==> src/hw/aicp_pkg.sv <==
// package for the converter input, clock and amplifier control block
// assumes an 8-bit register port on the system clock and an analog core beside it
package aicp_pkg;

  // register map, word addresses on the 3-bit port
  localparam logic [2:0] ADDR_MAIN_CTRL   = 3'h0;
  localparam logic [2:0] ADDR_INPUT_CLOCK = 3'h1;
  localparam logic [2:0] ADDR_AMP_REF     = 3'h2;
  localparam logic [2:0] ADDR_RESULT_LO   = 3'h3;
  localparam logic [2:0] ADDR_RESULT_HI   = 3'h4;

  // converter_main_control fields
  localparam int MAIN_START_BIT   = 7;
  localparam int MAIN_BUSY_BIT    = 6;
  localparam int MAIN_POWER_BIT   = 5;
  localparam int MAIN_JUSTIFY_BIT = 4;
  localparam int MAIN_CHAN_LSB    = 0;

  // input_and_clock_select fields
  localparam int INCLK_SRC_LSB = 4;
  localparam int INCLK_DIV_LSB = 0;

  // amplifier_and_reference_control fields
  localparam int AMPREF_EN_BIT     = 7;
  localparam int AMPREF_INSEL_BIT  = 4;
  localparam int AMPREF_REF_LSB    = 2;
  localparam int AMPREF_GAIN_LSB   = 0;

  localparam logic [7:0] REG_RESET = 8'h00;

  // conversion timing in converter clock ticks, then result and divider widths in bits
  localparam int SAMPLE_TICKS  = 4;
  localparam int CONVERT_TICKS = 12;
  localparam int RESULT_W      = 12;
  localparam int DIV_W         = 7;

  // input-select codes that need decoding
  localparam logic [3:0] SRC_CODE_GND_A = 4'h0a;
  localparam logic [3:0] SRC_CODE_GND_B = 4'h0b;

  typedef enum logic [3:0] {
    AICP_SRC_EXT         = 4'b0000,
    AICP_SRC_SUPPLY      = 4'b0001,
    AICP_SRC_SUPPLY_HALF = 4'b0010,
    AICP_SRC_SUPPLY_QTR  = 4'b0011,
    AICP_SRC_AMP         = 4'b0100,
    AICP_SRC_AMP_HALF    = 4'b0101,
    AICP_SRC_AMP_QTR     = 4'b0110,
    AICP_SRC_SENSE_A     = 4'b0111,
    AICP_SRC_SENSE_B     = 4'b1000,
    AICP_SRC_GROUND      = 4'b1001
  } aicp_insrc_t;

  typedef enum logic [1:0] {
    AICP_REF_SUPPLY = 2'b00,
    AICP_REF_PIN    = 2'b01,
    AICP_REF_AMP    = 2'b10
  } aicp_ref_t;

  typedef enum logic [1:0] {
    AICP_ST_IDLE    = 2'b00,
    AICP_ST_SAMPLE  = 2'b01,
    AICP_ST_CONVERT = 2'b10
  } aicp_state_t;

  // routing controls toward the analog multiplexer, reference and amplifier
  typedef struct packed {
    logic        ext_chan_connect;
    logic [3:0]  ext_chan;
    aicp_insrc_t int_source;
    aicp_ref_t   ref_source;
    logic        ref_pin_connect;
    logic        amp_enable;
    logic        amp_pin_connect;
    logic        bandgap_connect;
    logic [2:0]  amp_gain;
  } aicp_route_t;

endpackage

==> src/hw/aicp_ctrl.sv <==
// converter control: input routing, clock divider, amplifier and reference
// selection, start sequencing, busy flag and result registers
// assumes the analog core shares I_CLK_SYS and holds I_RESULT valid on the last tick of O_CONVERT
//
// Our own choices: the address map and the strobed register port.

module aicp_ctrl #(
  parameter int SAMPLE_TICKS  = aicp_pkg::SAMPLE_TICKS,
  parameter int CONVERT_TICKS = aicp_pkg::CONVERT_TICKS
) (
  input  wire logic                      I_CLK_SYS,
  input  wire logic                      I_RSTN,
  input  wire logic [2:0]                I_ADDR,
  input  wire logic [7:0]                I_WDATA,
  input  wire logic                      I_WR,
  input  wire logic                      I_RD,
  output logic      [7:0]                O_RDATA,
  input  wire logic [aicp_pkg::RESULT_W-1:0] I_RESULT,
  output aicp_pkg::aicp_route_t          O_ROUTE,
  output logic                           O_CONV_CLK_EN,
  output logic                           O_ADC_POWER,
  output logic                           O_SAMPLE,
  output logic                           O_CONVERT,
  output logic                           O_BUSY,
  output logic                           O_DONE
);

  localparam int CNT_W = 4;
  localparam logic [CNT_W-1:0] SAMPLE_LAST  = CNT_W'(SAMPLE_TICKS - 1);
  localparam logic [CNT_W-1:0] CONVERT_LAST = CNT_W'(CONVERT_TICKS - 1);
  localparam logic [CNT_W-1:0] CNT_ZERO     = '0;
  localparam logic [aicp_pkg::DIV_W-1:0] DIV_ONE = 7'h01;

  generate
    if (SAMPLE_TICKS < 1 || SAMPLE_TICKS > 2**CNT_W || CONVERT_TICKS < 1 || CONVERT_TICKS > 2**CNT_W) begin : g_bad
      $error("aicp_ctrl: tick counts must lie between 1 and 16");
    end
  endgenerate

  // mask of divider bits that must all be one for a tick at the chosen ratio
  function automatic logic [aicp_pkg::DIV_W-1:0] div_mask(input logic [2:0] sel);
    div_mask = aicp_pkg::DIV_W'((DIV_ONE << sel) - DIV_ONE);
  endfunction

  // input-select decode shared by routing and the external-path switch
  function automatic aicp_pkg::aicp_insrc_t src_decode(input logic [3:0] code);
    case (code)
      4'b0001: src_decode = aicp_pkg::AICP_SRC_SUPPLY;
      4'b0010: src_decode = aicp_pkg::AICP_SRC_SUPPLY_HALF;
      4'b0011: src_decode = aicp_pkg::AICP_SRC_SUPPLY_QTR;
      4'b0101: src_decode = aicp_pkg::AICP_SRC_AMP;
      4'b0110: src_decode = aicp_pkg::AICP_SRC_AMP_HALF;
      4'b0111: src_decode = aicp_pkg::AICP_SRC_AMP_QTR;
      4'b1000: src_decode = aicp_pkg::AICP_SRC_SENSE_A;
      4'b1001: src_decode = aicp_pkg::AICP_SRC_SENSE_B;
      aicp_pkg::SRC_CODE_GND_A,
      aicp_pkg::SRC_CODE_GND_B: src_decode = aicp_pkg::AICP_SRC_GROUND;
      default: src_decode = aicp_pkg::AICP_SRC_EXT;
    endcase
  endfunction

  // control registers
  logic        start_q;
  logic        power_q;
  logic        justify_q;
  logic [3:0]  ext_chan_q;
  logic [3:0]  src_code_q;
  logic [2:0]  div_sel_q;
  logic        amp_en_q;
  logic        amp_insel_q;
  logic [1:0]  ref_code_q;
  logic [1:0]  gain_code_q;
  logic [aicp_pkg::RESULT_W-1:0] result_q;

  // sequencing state
  aicp_pkg::aicp_state_t         state_q;
  aicp_pkg::aicp_state_t         state_d;
  logic [CNT_W-1:0]              tick_cnt_q;
  logic [CNT_W-1:0]              tick_cnt_d;
  logic [aicp_pkg::DIV_W-1:0]    div_cnt_q;
  logic [aicp_pkg::DIV_W-1:0]    div_mask_w;
  logic                          tick_q;
  logic                          tick_d;
  logic                          busy_q;
  logic                          busy_d;
  logic                          done_q;
  logic                          done_d;
  logic                          sample_q;
  logic                          convert_q;
  logic [7:0]                    rdata_q;
  logic [7:0]                    rdata_d;
  aicp_pkg::aicp_route_t         route_q;
  aicp_pkg::aicp_route_t         route_d;

  // write decode
  wire wr_main   = I_WR && (I_ADDR == aicp_pkg::ADDR_MAIN_CTRL);
  wire wr_inclk  = I_WR && (I_ADDR == aicp_pkg::ADDR_INPUT_CLOCK);
  wire wr_ampref = I_WR && (I_ADDR == aicp_pkg::ADDR_AMP_REF);

  // high-then-low on the start bit; a level never starts anything
  wire start_fall  = wr_main && start_q && !I_WDATA[aicp_pkg::MAIN_START_BIT];
  // refused while unpowered or already converting
  wire start_go    = start_fall && power_q && !busy_q;
  wire last_tick   = tick_q && (state_q == aicp_pkg::AICP_ST_CONVERT) && (tick_cnt_q == CONVERT_LAST);

  // divider tap follows the select field from the next edge on
  assign div_mask_w = div_mask(div_sel_q);
  assign tick_d     = ((div_cnt_q & div_mask_w) == div_mask_w);

  // sequencer: idle until a start, sample for SAMPLE_TICKS ticks, then convert
  always_comb begin
    state_d    = state_q;
    tick_cnt_d = tick_cnt_q;
    busy_d     = busy_q;
    done_d     = 1'b0;
    case (state_q)
      aicp_pkg::AICP_ST_IDLE: begin
        if (start_go) begin
          state_d    = aicp_pkg::AICP_ST_SAMPLE;
          tick_cnt_d = CNT_ZERO;
          busy_d     = 1'b1;
        end
      end
      aicp_pkg::AICP_ST_SAMPLE: begin
        if (tick_q) begin
          if (tick_cnt_q == SAMPLE_LAST) begin
            state_d    = aicp_pkg::AICP_ST_CONVERT;
            tick_cnt_d = CNT_ZERO;
          end else begin
            tick_cnt_d = tick_cnt_q + 1'b1;
          end
        end
      end
      aicp_pkg::AICP_ST_CONVERT: begin
        if (last_tick) begin
          state_d = aicp_pkg::AICP_ST_IDLE;
          busy_d  = 1'b0;
          done_d  = 1'b1;
        end else if (tick_q) begin
          tick_cnt_d = tick_cnt_q + 1'b1;
        end
      end
      default: begin
        state_d = aicp_pkg::AICP_ST_IDLE;
        busy_d  = 1'b0;
      end
    endcase
    // powering down aborts a conversion without a completion
    if (!power_q) begin
      state_d    = aicp_pkg::AICP_ST_IDLE;
      tick_cnt_d = CNT_ZERO;
      busy_d     = 1'b0;
      done_d     = 1'b0;
    end
  end

  // analog routing
  wire aicp_pkg::aicp_insrc_t src_w = src_decode(src_code_q);
  wire aicp_pkg::aicp_ref_t   ref_w = ref_code_q[1] ? aicp_pkg::AICP_REF_AMP : aicp_pkg::aicp_ref_t'(ref_code_q);

  always_comb begin
    route_d                  = route_q;
    route_d.int_source       = src_w;
    route_d.ext_chan_connect = (src_w == aicp_pkg::AICP_SRC_EXT);
    route_d.ext_chan         = ext_chan_q;
    route_d.ref_source       = ref_w;
    route_d.ref_pin_connect  = (ref_w == aicp_pkg::AICP_REF_PIN);
    route_d.amp_enable       = amp_en_q;
    route_d.amp_pin_connect  = !amp_insel_q;
    route_d.bandgap_connect  = amp_insel_q;
    route_d.amp_gain         = {1'b0, gain_code_q} + 3'h1;
  end

  // result layout for reads
  wire [7:0] res_lo_w = justify_q ? result_q[7:0] : {result_q[3:0], 4'h0};
  wire [7:0] res_hi_w = justify_q ? {4'h0, result_q[11:8]} : result_q[11:4];

  wire [7:0] main_rd_w  = {start_q, busy_q, power_q, justify_q, ext_chan_q};
  wire [7:0] inclk_rd_w = {src_code_q, 1'b0, div_sel_q};
  wire [7:0] ampref_rd_w = {amp_en_q, 2'b00, amp_insel_q, ref_code_q, gain_code_q};

  always_comb begin
    case (I_ADDR)
      aicp_pkg::ADDR_MAIN_CTRL:   rdata_d = main_rd_w;
      aicp_pkg::ADDR_INPUT_CLOCK: rdata_d = inclk_rd_w;
      aicp_pkg::ADDR_AMP_REF:     rdata_d = ampref_rd_w;
      aicp_pkg::ADDR_RESULT_LO:   rdata_d = res_lo_w;
      aicp_pkg::ADDR_RESULT_HI:   rdata_d = res_hi_w;
      default:                    rdata_d = 8'h00;
    endcase
    // read data stand only in the cycle after the strobe
    if (!I_RD) begin
      rdata_d = 8'h00;
    end
  end

  always_ff @(posedge I_CLK_SYS or negedge I_RSTN) begin
    if (!I_RSTN) begin
      start_q   <= 1'b0;
      power_q   <= 1'b0;
      justify_q <= 1'b0;
      ext_chan_q <= 4'h0;
    end else if (wr_main) begin
      start_q    <= I_WDATA[aicp_pkg::MAIN_START_BIT];
      power_q    <= I_WDATA[aicp_pkg::MAIN_POWER_BIT];
      justify_q  <= I_WDATA[aicp_pkg::MAIN_JUSTIFY_BIT];
      ext_chan_q <= I_WDATA[aicp_pkg::MAIN_CHAN_LSB +: 4];
    end
  end

  always_ff @(posedge I_CLK_SYS or negedge I_RSTN) begin
    if (!I_RSTN) begin
      src_code_q <= 4'h0;
      div_sel_q  <= 3'h0;
    end else if (wr_inclk) begin
      src_code_q <= I_WDATA[aicp_pkg::INCLK_SRC_LSB +: 4];
      div_sel_q  <= I_WDATA[aicp_pkg::INCLK_DIV_LSB +: 3];
    end
  end

  always_ff @(posedge I_CLK_SYS or negedge I_RSTN) begin
    if (!I_RSTN) begin
      amp_en_q    <= 1'b0;
      amp_insel_q <= 1'b0;
      ref_code_q  <= 2'h0;
      gain_code_q <= 2'h0;
    end else if (wr_ampref) begin
      amp_en_q    <= I_WDATA[aicp_pkg::AMPREF_EN_BIT];
      amp_insel_q <= I_WDATA[aicp_pkg::AMPREF_INSEL_BIT];
      ref_code_q  <= I_WDATA[aicp_pkg::AMPREF_REF_LSB +: 2];
      gain_code_q <= I_WDATA[aicp_pkg::AMPREF_GAIN_LSB +: 2];
    end
  end

  // result only moves on a completed, powered conversion
  always_ff @(posedge I_CLK_SYS or negedge I_RSTN) begin
    if (!I_RSTN) begin
      result_q <= '0;
    end else if (last_tick && power_q) begin
      result_q <= I_RESULT;
    end
  end

  // free-running divider; never reset by a start so the tap phase is stable
  always_ff @(posedge I_CLK_SYS or negedge I_RSTN) begin
    if (!I_RSTN) begin
      div_cnt_q <= '0;
      tick_q    <= 1'b0;
    end else begin
      div_cnt_q <= div_cnt_q + DIV_ONE;
      tick_q    <= tick_d;
    end
  end

  always_ff @(posedge I_CLK_SYS or negedge I_RSTN) begin
    if (!I_RSTN) begin
      state_q    <= aicp_pkg::AICP_ST_IDLE;
      tick_cnt_q <= CNT_ZERO;
      busy_q     <= 1'b0;
      done_q     <= 1'b0;
      sample_q   <= 1'b0;
      convert_q  <= 1'b0;
    end else begin
      state_q    <= state_d;
      tick_cnt_q <= tick_cnt_d;
      busy_q     <= busy_d;
      done_q     <= done_d;
      // phase outputs get their own flops so no decode sits after the state register
      sample_q   <= (state_d == aicp_pkg::AICP_ST_SAMPLE);
      convert_q  <= (state_d == aicp_pkg::AICP_ST_CONVERT);
    end
  end

  always_ff @(posedge I_CLK_SYS or negedge I_RSTN) begin
    if (!I_RSTN) begin
      rdata_q <= 8'h00;
      route_q <= '{ext_chan_connect: 1'b1, ext_chan: 4'h0, int_source: aicp_pkg::AICP_SRC_EXT,
                   ref_source: aicp_pkg::AICP_REF_SUPPLY, ref_pin_connect: 1'b0, amp_enable: 1'b0,
                   amp_pin_connect: 1'b1, bandgap_connect: 1'b0, amp_gain: 3'h1};
    end else begin
      rdata_q <= rdata_d;
      route_q <= route_d;
    end
  end

  assign O_RDATA       = rdata_q;
  assign O_ROUTE       = route_q;
  assign O_CONV_CLK_EN = tick_q;
  assign O_ADC_POWER   = power_q;
  assign O_BUSY        = busy_q;
  assign O_DONE        = done_q;
  assign O_SAMPLE      = sample_q;
  assign O_CONVERT     = convert_q;

endmodule

==> config.mk <==
export PLATFORM = sky130hd
export DESIGN_NAME = aicp_ctrl
export DESIGN_NICKNAME = d
export VERILOG_FILES = /design/src/hw/aicp_pkg.sv /design/src/hw/aicp_ctrl.sv
export SDC_FILE = /design/constraint.sdc
export NUM_CORES = 1
export LEC_CHECK = 0
export ABC_CLOCK_PERIOD_IN_PS = 2700
export BUFFER_PORTS_ARGS = -buffer_cell sky130_fd_sc_hd__buf_4
export CAP_MARGIN = 10
export CELL_PAD_IN_SITES_DETAIL_PLACEMENT = 0
export CELL_PAD_IN_SITES_GLOBAL_PLACEMENT = 2
export CORE_ASPECT_RATIO = 0.75
export CORE_MARGIN = 5
export CORE_UTILIZATION = 36
export CTS_CLUSTER_DIAMETER = 80
export DETAILED_ROUTE_END_ITERATION = 10
export GPL_ROUTABILITY_DRIVEN = 0
export PLACE_DENSITY_LB_ADDON = 0.15
export SLEW_MARGIN = 40
export SYNTH_ARGS = -nofsm -noshare
export SYNTH_HDL_FRONTEND = slang
export SYNTH_SLANG_ARGS = --single-unit
==> constraint.sdc <==
create_clock -name I_CLK_SYS -period 2.7 [get_ports I_CLK_SYS]
set_clock_uncertainty 0.2 [all_clocks]
set_input_delay 0.405 -clock I_CLK_SYS [delete_from_list [all_inputs] [get_ports I_CLK_SYS]]
set_output_delay 0.405 -clock I_CLK_SYS [all_outputs]
set_load 0.03 [all_outputs]
# After elaboration in Yosys (flattened, before gate mapping)
# Memories as Yosys holds them, arrays and structs flattened.
# Cells that the tools add are included.
[totals]
input_bits = 27
ram_bits = 0
memories = 1
mem_bits_ro = 64
output_inout_bits = 32
latch_bits = 0
regBits = 76
elab_cells = 98
[classes]
shifts = 1
n_eq_ne = 19
div_mod_pow = 0
addsub = 4
magnitude_cmp = 0
n_mul = 0
bitwise_logic = 1
n_reduce_logical = 18
n_mux = 25
[memory_table]
columns = ["name", "depth", "width", "rd", "rd_clocked_by_memory_dff", "wr", "line", "rtl"]
rows = [
  ["(no name shown)", 16, 4, 1, 0, 0, "aicp_ctrl.sv:47", "case (code)"],
]
[ops]
columns = ["cell", "count"]
rows = [
  ["8-bit one-hot mux with 5 select lines", 1],
  ["4-bit two-way mux", 6],
  ["8-bit two-way mux", 3],
  ["3-bit inequality test, second input constant", 5],
  ["2-bit two-way mux", 6],
  ["4-bit one-hot mux with 3 select lines", 1],
  ["1-bit logical AND", 10],
  ["7-bit by 1-bit adder with 7-bit output, second input constant", 1],
  ["7-bit bitwise AND", 1],
  ["7-bit equality test", 1],
  ["1-bit by 3-bit << shifter with 7-bit output, first input constant", 1],
  ["7-bit by 1-bit subtractor with 7-bit output, second input constant", 1],
  ["2-bit by 1-bit equality test with 1-bit output, second input constant", 3],
  ["3-bit by 2-bit equality test with 1-bit output, second input constant", 2],
  ["1-bit two-way mux", 6],
  ["2-bit one-hot mux with 3 select lines", 1],
  ["5-bit AND reduction", 1],
  ["4-bit by 1-bit adder with 4-bit output, second input constant", 1],
  ["2-bit equality test, second input constant", 2],
  ["4-bit by 2-bit equality test with 1-bit output, second input constant", 1],
  ["4-bit equality test, second input constant", 1],
  ["4-bit zero test", 1],
  ["4-bit by 1-bit inequality test with 1-bit output, second input constant", 1],
  ["2-bit by 1-bit adder with 3-bit output, second input constant", 1],
  ["8 further kinds", 10],
]

# Logic depth before layout (Yosys ltp)
[logic_depth]
ltp_word = 10
depth_mapped = 8
depth_no_buf = 6

# Worst setup path before layout
# No wires, ideal clock.
[synth_timing]
path_type = "register to register"
from = "register state_q[0]"
to = "register result_q[0] in the netlist's numbering"
path_slack_ns = 0.479
synth_period_minus_slack_ns = 2.221
stages_incl_launch_ff = 8
required_ns = 2.375
t_arrival_ns = 1.896
setup_ns = 0.125
n_path_buf = 2
cell_sequence = "dfrtp_1 inv_1 ha_1 clkbuf_1 nand2_1 nor2_1 buf_2 mux2_2"
[synth_between]
elab_chain_len = 4
[synth_lines]
columns = ["element", "line", "rtl"]
rows = [
  ["from (decl)", "aicp_ctrl.sv:76", "aicp_pkg::aicp_state_t state_q;"],
  ["from (signal assigned)", "aicp_ctrl.sv:257", "state_q <= aicp_pkg::AICP_ST_IDLE;"],
  ["from (signal assigned)", "aicp_ctrl.sv:264", "state_q <= state_d;"],
  ["2-bit equality test", "aicp_ctrl.sv:104", "wire last_tick = tick_q && (state_q == aicp_pkg::AICP_ST_CONVERT) && (tick_cnt_q == CONVERT_LAST);"],
  ["1-bit logical AND (2 in series)", "aicp_ctrl.sv:104", ""],
  ["1-bit logical AND", "aicp_ctrl.sv:239", "end else if (last_tick && power_q) begin"],
  ["to (signal assigned)", "aicp_ctrl.sv:238", "result_q <= '0;"],
  ["to (signal assigned)", "aicp_ctrl.sv:240", "result_q <= I_RESULT;"],
  ["to (decl)", "aicp_ctrl.sv:73", "logic [aicp_pkg::RESULT_W-1:0] result_q;"],
]
# No other way between the ends.
# A chain may end at the register's enable or synchronous reset.

# Final worst setup path
[layout_timing]
from = "register state_q[0]"
to = "register tick_cnt_q[0]"
[layout_between]
elab_chain_len = 5
elab_cells_between_ends = 13
cone_classes = "eq/ne: 7; mux: 2; reduce/logical: 4"
[layout_lines]
columns = ["element", "line", "rtl"]
rows = [
  ["2-bit equality test", "aicp_ctrl.sv:104, aicp_ctrl.sv:116", ""],
  ["1-bit logical AND (2 in series)", "aicp_ctrl.sv:104", ""],
  ["3-bit inequality test (no source line)", "--", ""],
  ["5-bit AND reduction (no source line)", "--", ""],
  ["to (signal assigned)", "aicp_ctrl.sv:265", "tick_cnt_q <= tick_cnt_d;"],
  ["to (decl)", "aicp_ctrl.sv:78", "logic [CNT_W-1:0] tick_cnt_q;"],
]
# Several ways; a longest one is shown, not always the timed one.

==> results_dict.tcl <==
set metrics [dict create \
    place.port_buffers 58 \
    drt_pass1_iterations 4 \
    dominantRegCellSynth "sky130_fd_sc_hd__dfrtp_1" \
    path_common_cell "sky130_fd_sc_hd__inv_1" \
    crit_chain "inv_1, ha_1, inv_1, o311a_1, or3_1, mux2_2" \
    initial_core_util_pct 37.1 \
    run_status "completed" \
    total_count_of_max_transition_violations_in_the_final_report 0 \
    antenna_cells 0 \
    area.growth.synth_to_final_pct 26.1 \
    dr_total_vias 2429 \
    worstSkewPairLatency_ns 0.33 \
    post_synthesis_cell_area_um2 3370 \
    place_hpwl_mm 5.61 \
    synth_enable_flop_cells 0 \
    largest_family_of_logic_cells_by_synthesized_area "simple AND/OR/NAND/NOR gates" \
    core_ar_um2 9080 \
    syn-mean-instance-area_um2 11.4 \
    internal_mw 2.26 \
    crit_fanout 5 \
    timing.critical_path.buf_inv 2 \
    kind_of_launch_point_of_the_worst_setup_path "flop" \
    post_route_cells_drive_above_1_share_pct 31.4 \
    sw_frac_of_total_pct 28.1 \
    synth.distinct_cells 51 \
    worstSetupEndpointType "flop" \
    cts_htree_levels 3 \
    first_global_vias 2390 \
    synth_fa_ha_area_share_pct 2.60 \
    max_slew.worst_pin.slew_ns 0.618 \
    setup_viol_count_final 0 \
    globalRoute.totalOverflow 0 \
    mappedNetlistNets 329 \
    power.density_cell_area_nw_per_um2 740 \
    finalWirelength_mm 7.91 \
    yosys_warnings 0 \
    floorplan.die.height_um 93.8 \
    viasPerCell 4.98 \
    number_of_antenna_violations_at_the_first_check_in_global_routing 0 \
    synth-simple-area-share_pct 14.1 \
    final-instance-count-excl-fill 488 \
    syn-instance-count 295 \
    drc_errors 0 \
    period_share_pct 84.1 \
    muxShareOfSynthArea_pct 10.4 \
    detailedRoute.firstIterationViolations 82 \
    timing.critical_path.arrival_ns 2.28 \
    required_time_of_the_worst_setup_path_ns 2.71 \
    die_width_um 122 \
    critical_path.max_stage_delay_ns 0.42 \
    yosys.area_share.xor_xnor_pct 1.30 \
    synth-compound-area-share_pct 12.5 \
    total_of_flip_flops_plus_latches_after_synthesis 75 \
    clk_transition_reported_paths_ns 0.06 \
    cts-root-buf "sky130_fd_sc_hd__clkbuf_16" \
    tritoncts "yes" \
    leakage_nw 2.04 \
    sequentialPowerShare_pct 43.7 \
    maxCapViolCount 0 \
    grt_start_max_net_pins 76 \
    total_switching_power_uw 883 \
    post_cts_resized 0 \
    final_nets 389 \
    worst-setup-path-type "flop to flop" \
    synthArstFlopShare_pct 100 \
    groute.usage.overall_pct 14.7 \
    io_pins 59 \
    cpMaxStageDelayCell "sky130_fd_sc_hd__dfrtp_1" \
    post_synthesis_sequential_area_ratio_pct 55.8 \
    cts_buffers 9 \
    setup_total_negative_slack_ns 0 \
    reg2reg_setup_slack_ns 0.43 \
    wl_per_cell_um 16.2 \
    finalHoldViolCount 0 \
    clock_path_buffers 2 \
    antenna_violating_nets_post_route 0 \
    cts.repair_timing.setup_buffer_count 0 \
    numPlacedInstances 471 \
    clock_power_share_pct 38.1 \
    share_comb_of_total_power_pct 18.2 \
    clock.fmax_ghz 0.441 \
    die_area_um2 11400 \
    rows 30 \
    vdd_ir_drop_max_mv 0.334 \
    max_slew_margin_pct 58.6 \
    cts_num_sinks 75 \
    post-route-min-period_ns 2.27 \
    setup_repair_after_global_routing_missed_its_margin "false" \
    grt_first_pass_wirelength_mm 12.8 \
    crit_family "flip-flops" \
    hold_path.class "primary input to flop" \
]
[sequential cells by signal, indices dropped and copies added (netlist names), 2 cells and up]
signal	cells
O_ROUTE	17
state_q	2
ref_code_q	2
gain_code_q	2
div_sel_q	3
div_cnt_q	7
tick_cnt_q	4
result_q	12
O_RDATA	8
ext_chan_q	4
src_code_q	4
[cells in the final DEF, fill, tap and decap left out, types with 2 or more instances in the layout]
cell / count
sky130_fd_sc_hd__a211oi_1: 4
sky130_fd_sc_hd__a21o_1: 6
sky130_fd_sc_hd__a21oi_1: 10
sky130_fd_sc_hd__a22o_1: 2
sky130_fd_sc_hd__a22oi_1: 2
sky130_fd_sc_hd__a31oi_1: 6
sky130_fd_sc_hd__and3b_1: 3
sky130_fd_sc_hd__buf_4: 60
sky130_fd_sc_hd__clkbuf_1: 3
sky130_fd_sc_hd__clkbuf_16: 9
sky130_fd_sc_hd__clkbuf_8: 2
sky130_fd_sc_hd__dfrtp_1: 72
sky130_fd_sc_hd__dfstp_2: 3
sky130_fd_sc_hd__ha_1: 7
sky130_fd_sc_hd__inv_1: 14
sky130_fd_sc_hd__mux2_2: 22
sky130_fd_sc_hd__mux2i_1: 8
sky130_fd_sc_hd__nand2_1: 40
sky130_fd_sc_hd__nand2b_1: 2
sky130_fd_sc_hd__nand3_1: 8
sky130_fd_sc_hd__nand3b_1: 2
sky130_fd_sc_hd__nor2_1: 12
sky130_fd_sc_hd__nor2b_1: 4
sky130_fd_sc_hd__nor3_1: 2
sky130_fd_sc_hd__nor4b_4: 2
sky130_fd_sc_hd__o21ai_0: 19
sky130_fd_sc_hd__or2_2: 4
sky130_fd_sc_hd__xnor2_1: 2
sky130_fd_sc_hd__xor2_1: 3
[synth_stat cells (2+ instances only)]
cell / n / share of area [%]
sky130_fd_sc_hd__a211oi_1: 4 / 0.89
sky130_fd_sc_hd__a21o_1: 6 / 1.3
sky130_fd_sc_hd__a21oi_1: 10 / 1.5
sky130_fd_sc_hd__a22o_1: 2 / 0.52
sky130_fd_sc_hd__a22oi_1: 2 / 0.45
sky130_fd_sc_hd__a31oi_1: 6 / 1.1
sky130_fd_sc_hd__and3b_1: 3 / 0.78
sky130_fd_sc_hd__buf_2: 2 / 0.30
sky130_fd_sc_hd__buf_4: 2 / 0.45
sky130_fd_sc_hd__clkbuf_1: 9 / 1.0
sky130_fd_sc_hd__dfrtp_1: 72 / 53
sky130_fd_sc_hd__dfstp_2: 3 / 2.3
sky130_fd_sc_hd__ha_1: 7 / 2.6
sky130_fd_sc_hd__inv_1: 14 / 1.6
sky130_fd_sc_hd__mux2_2: 22 / 7.4
sky130_fd_sc_hd__mux2i_1: 8 / 2.4
sky130_fd_sc_hd__nand2_1: 40 / 4.5
sky130_fd_sc_hd__nand2b_1: 2 / 0.37
sky130_fd_sc_hd__nand3_1: 8 / 1.2
sky130_fd_sc_hd__nand3b_1: 2 / 0.45
sky130_fd_sc_hd__nor2_1: 12 / 1.3
sky130_fd_sc_hd__nor2b_1: 4 / 0.74
sky130_fd_sc_hd__nor3_1: 2 / 0.30
sky130_fd_sc_hd__nor4b_4: 2 / 1.4
sky130_fd_sc_hd__o21ai_0: 19 / 2.8
sky130_fd_sc_hd__or2_2: 4 / 0.74
sky130_fd_sc_hd__xnor2_1: 2 / 0.52
sky130_fd_sc_hd__xor2_1: 3 / 0.78
[area by class of cell]
class,instances,area [um^2]
Clock buffer,14,264
Clock inverter,2,35.0
Sequential cell,75,1880
Fill cell,884,4830
Inverter,14,52.6
Multi-Input combinational cell,193,1380
Timing Repair Buffer,62,480
Tap cell,128,160
[metrics by stage]
stage | setup slack, ns | cell area, um^2 | hold slack (ns) | util [%] | total power [mW]
2_1_floorplan | 0.479 | 3370 | -0.0906 | - | 1.71
5_1_grt | 0.331 | 4250 | 0.0720 | 46.8 | 3.30
3_5_place_dp | 0.457 | 3940 | 0.169 | 43.4 | 1.97
3_3_place_gp | 0.510 | 3940 | 0.158 | 43.4 | 1.97
4_1_cts | 0.445 | 4250 | 0.0645 | 46.8 | 3.19
6_report | 0.430 | 4250 | 0.0802 | 46.8 | 3.14
[tightest hold or removal path: stages]
cell	delay [ns]
sky130_fd_sc_hd__buf_4	0.08
sky130_fd_sc_hd__nand2_1	0.04
sky130_fd_sc_hd__nand2_1	0.05
[layer usage]
| metal | wire length (um) | global-route usage, % | part of all wire [%] | vias to the layer above |
|---|---|---|---|---|
| met5 | 0 | 0 | 0 | - |
| met4 | 99 | 4.48 | 1.3 | 0 |
| met3 | 425 | 5.00 | 5.4 | 8 |
| met2 | 3360 | 20.7 | 43 | 57 |
| met1 | 4020 | 21.1 | 51 | 1201 |
| li1 | - | - | - | 1163 |
[power groups by stage]
stage	registers, mW	logic (mW)	clock network (mW)
final	1.37	0.571	1.20
after global routing	1.39	0.623	1.28
after CTS	1.37	0.582	1.23
after detailed placement	1.39	0.579	0
after global placement	1.40	0.575	0
after floorplan	1.50	0.217	0
[what timing repair did]
item,4_1_cts,5_1_grt
hold buffers,1,0
endpoints found under the hold margin,72,0
endpoints found under the setup margin,0,0
[cells by family after synthesis]
family          count (synthesis)
buf+inv                        27
fa+ha+maj                       7
compound gates                 63
mux                            31
flops                          75
xor+xnor                        5
simple gates                   87
[final timing paths]
check,start,end,depth (start not counted)
max in group asynchronous,I_RSTN,O_ROUTE[4],3
min reg2reg,amp_insel_q,O_ROUTE[3],0
min in group asynchronous,I_RSTN,O_SAMPLE,3
max reg2reg,state_q[0],tick_cnt_q[0],6
min,I_WDATA[3],ext_chan_q[3],3
max,state_q[0],tick_cnt_q[0],6
No activity file was read; power rests on OpenSTA's default activity.
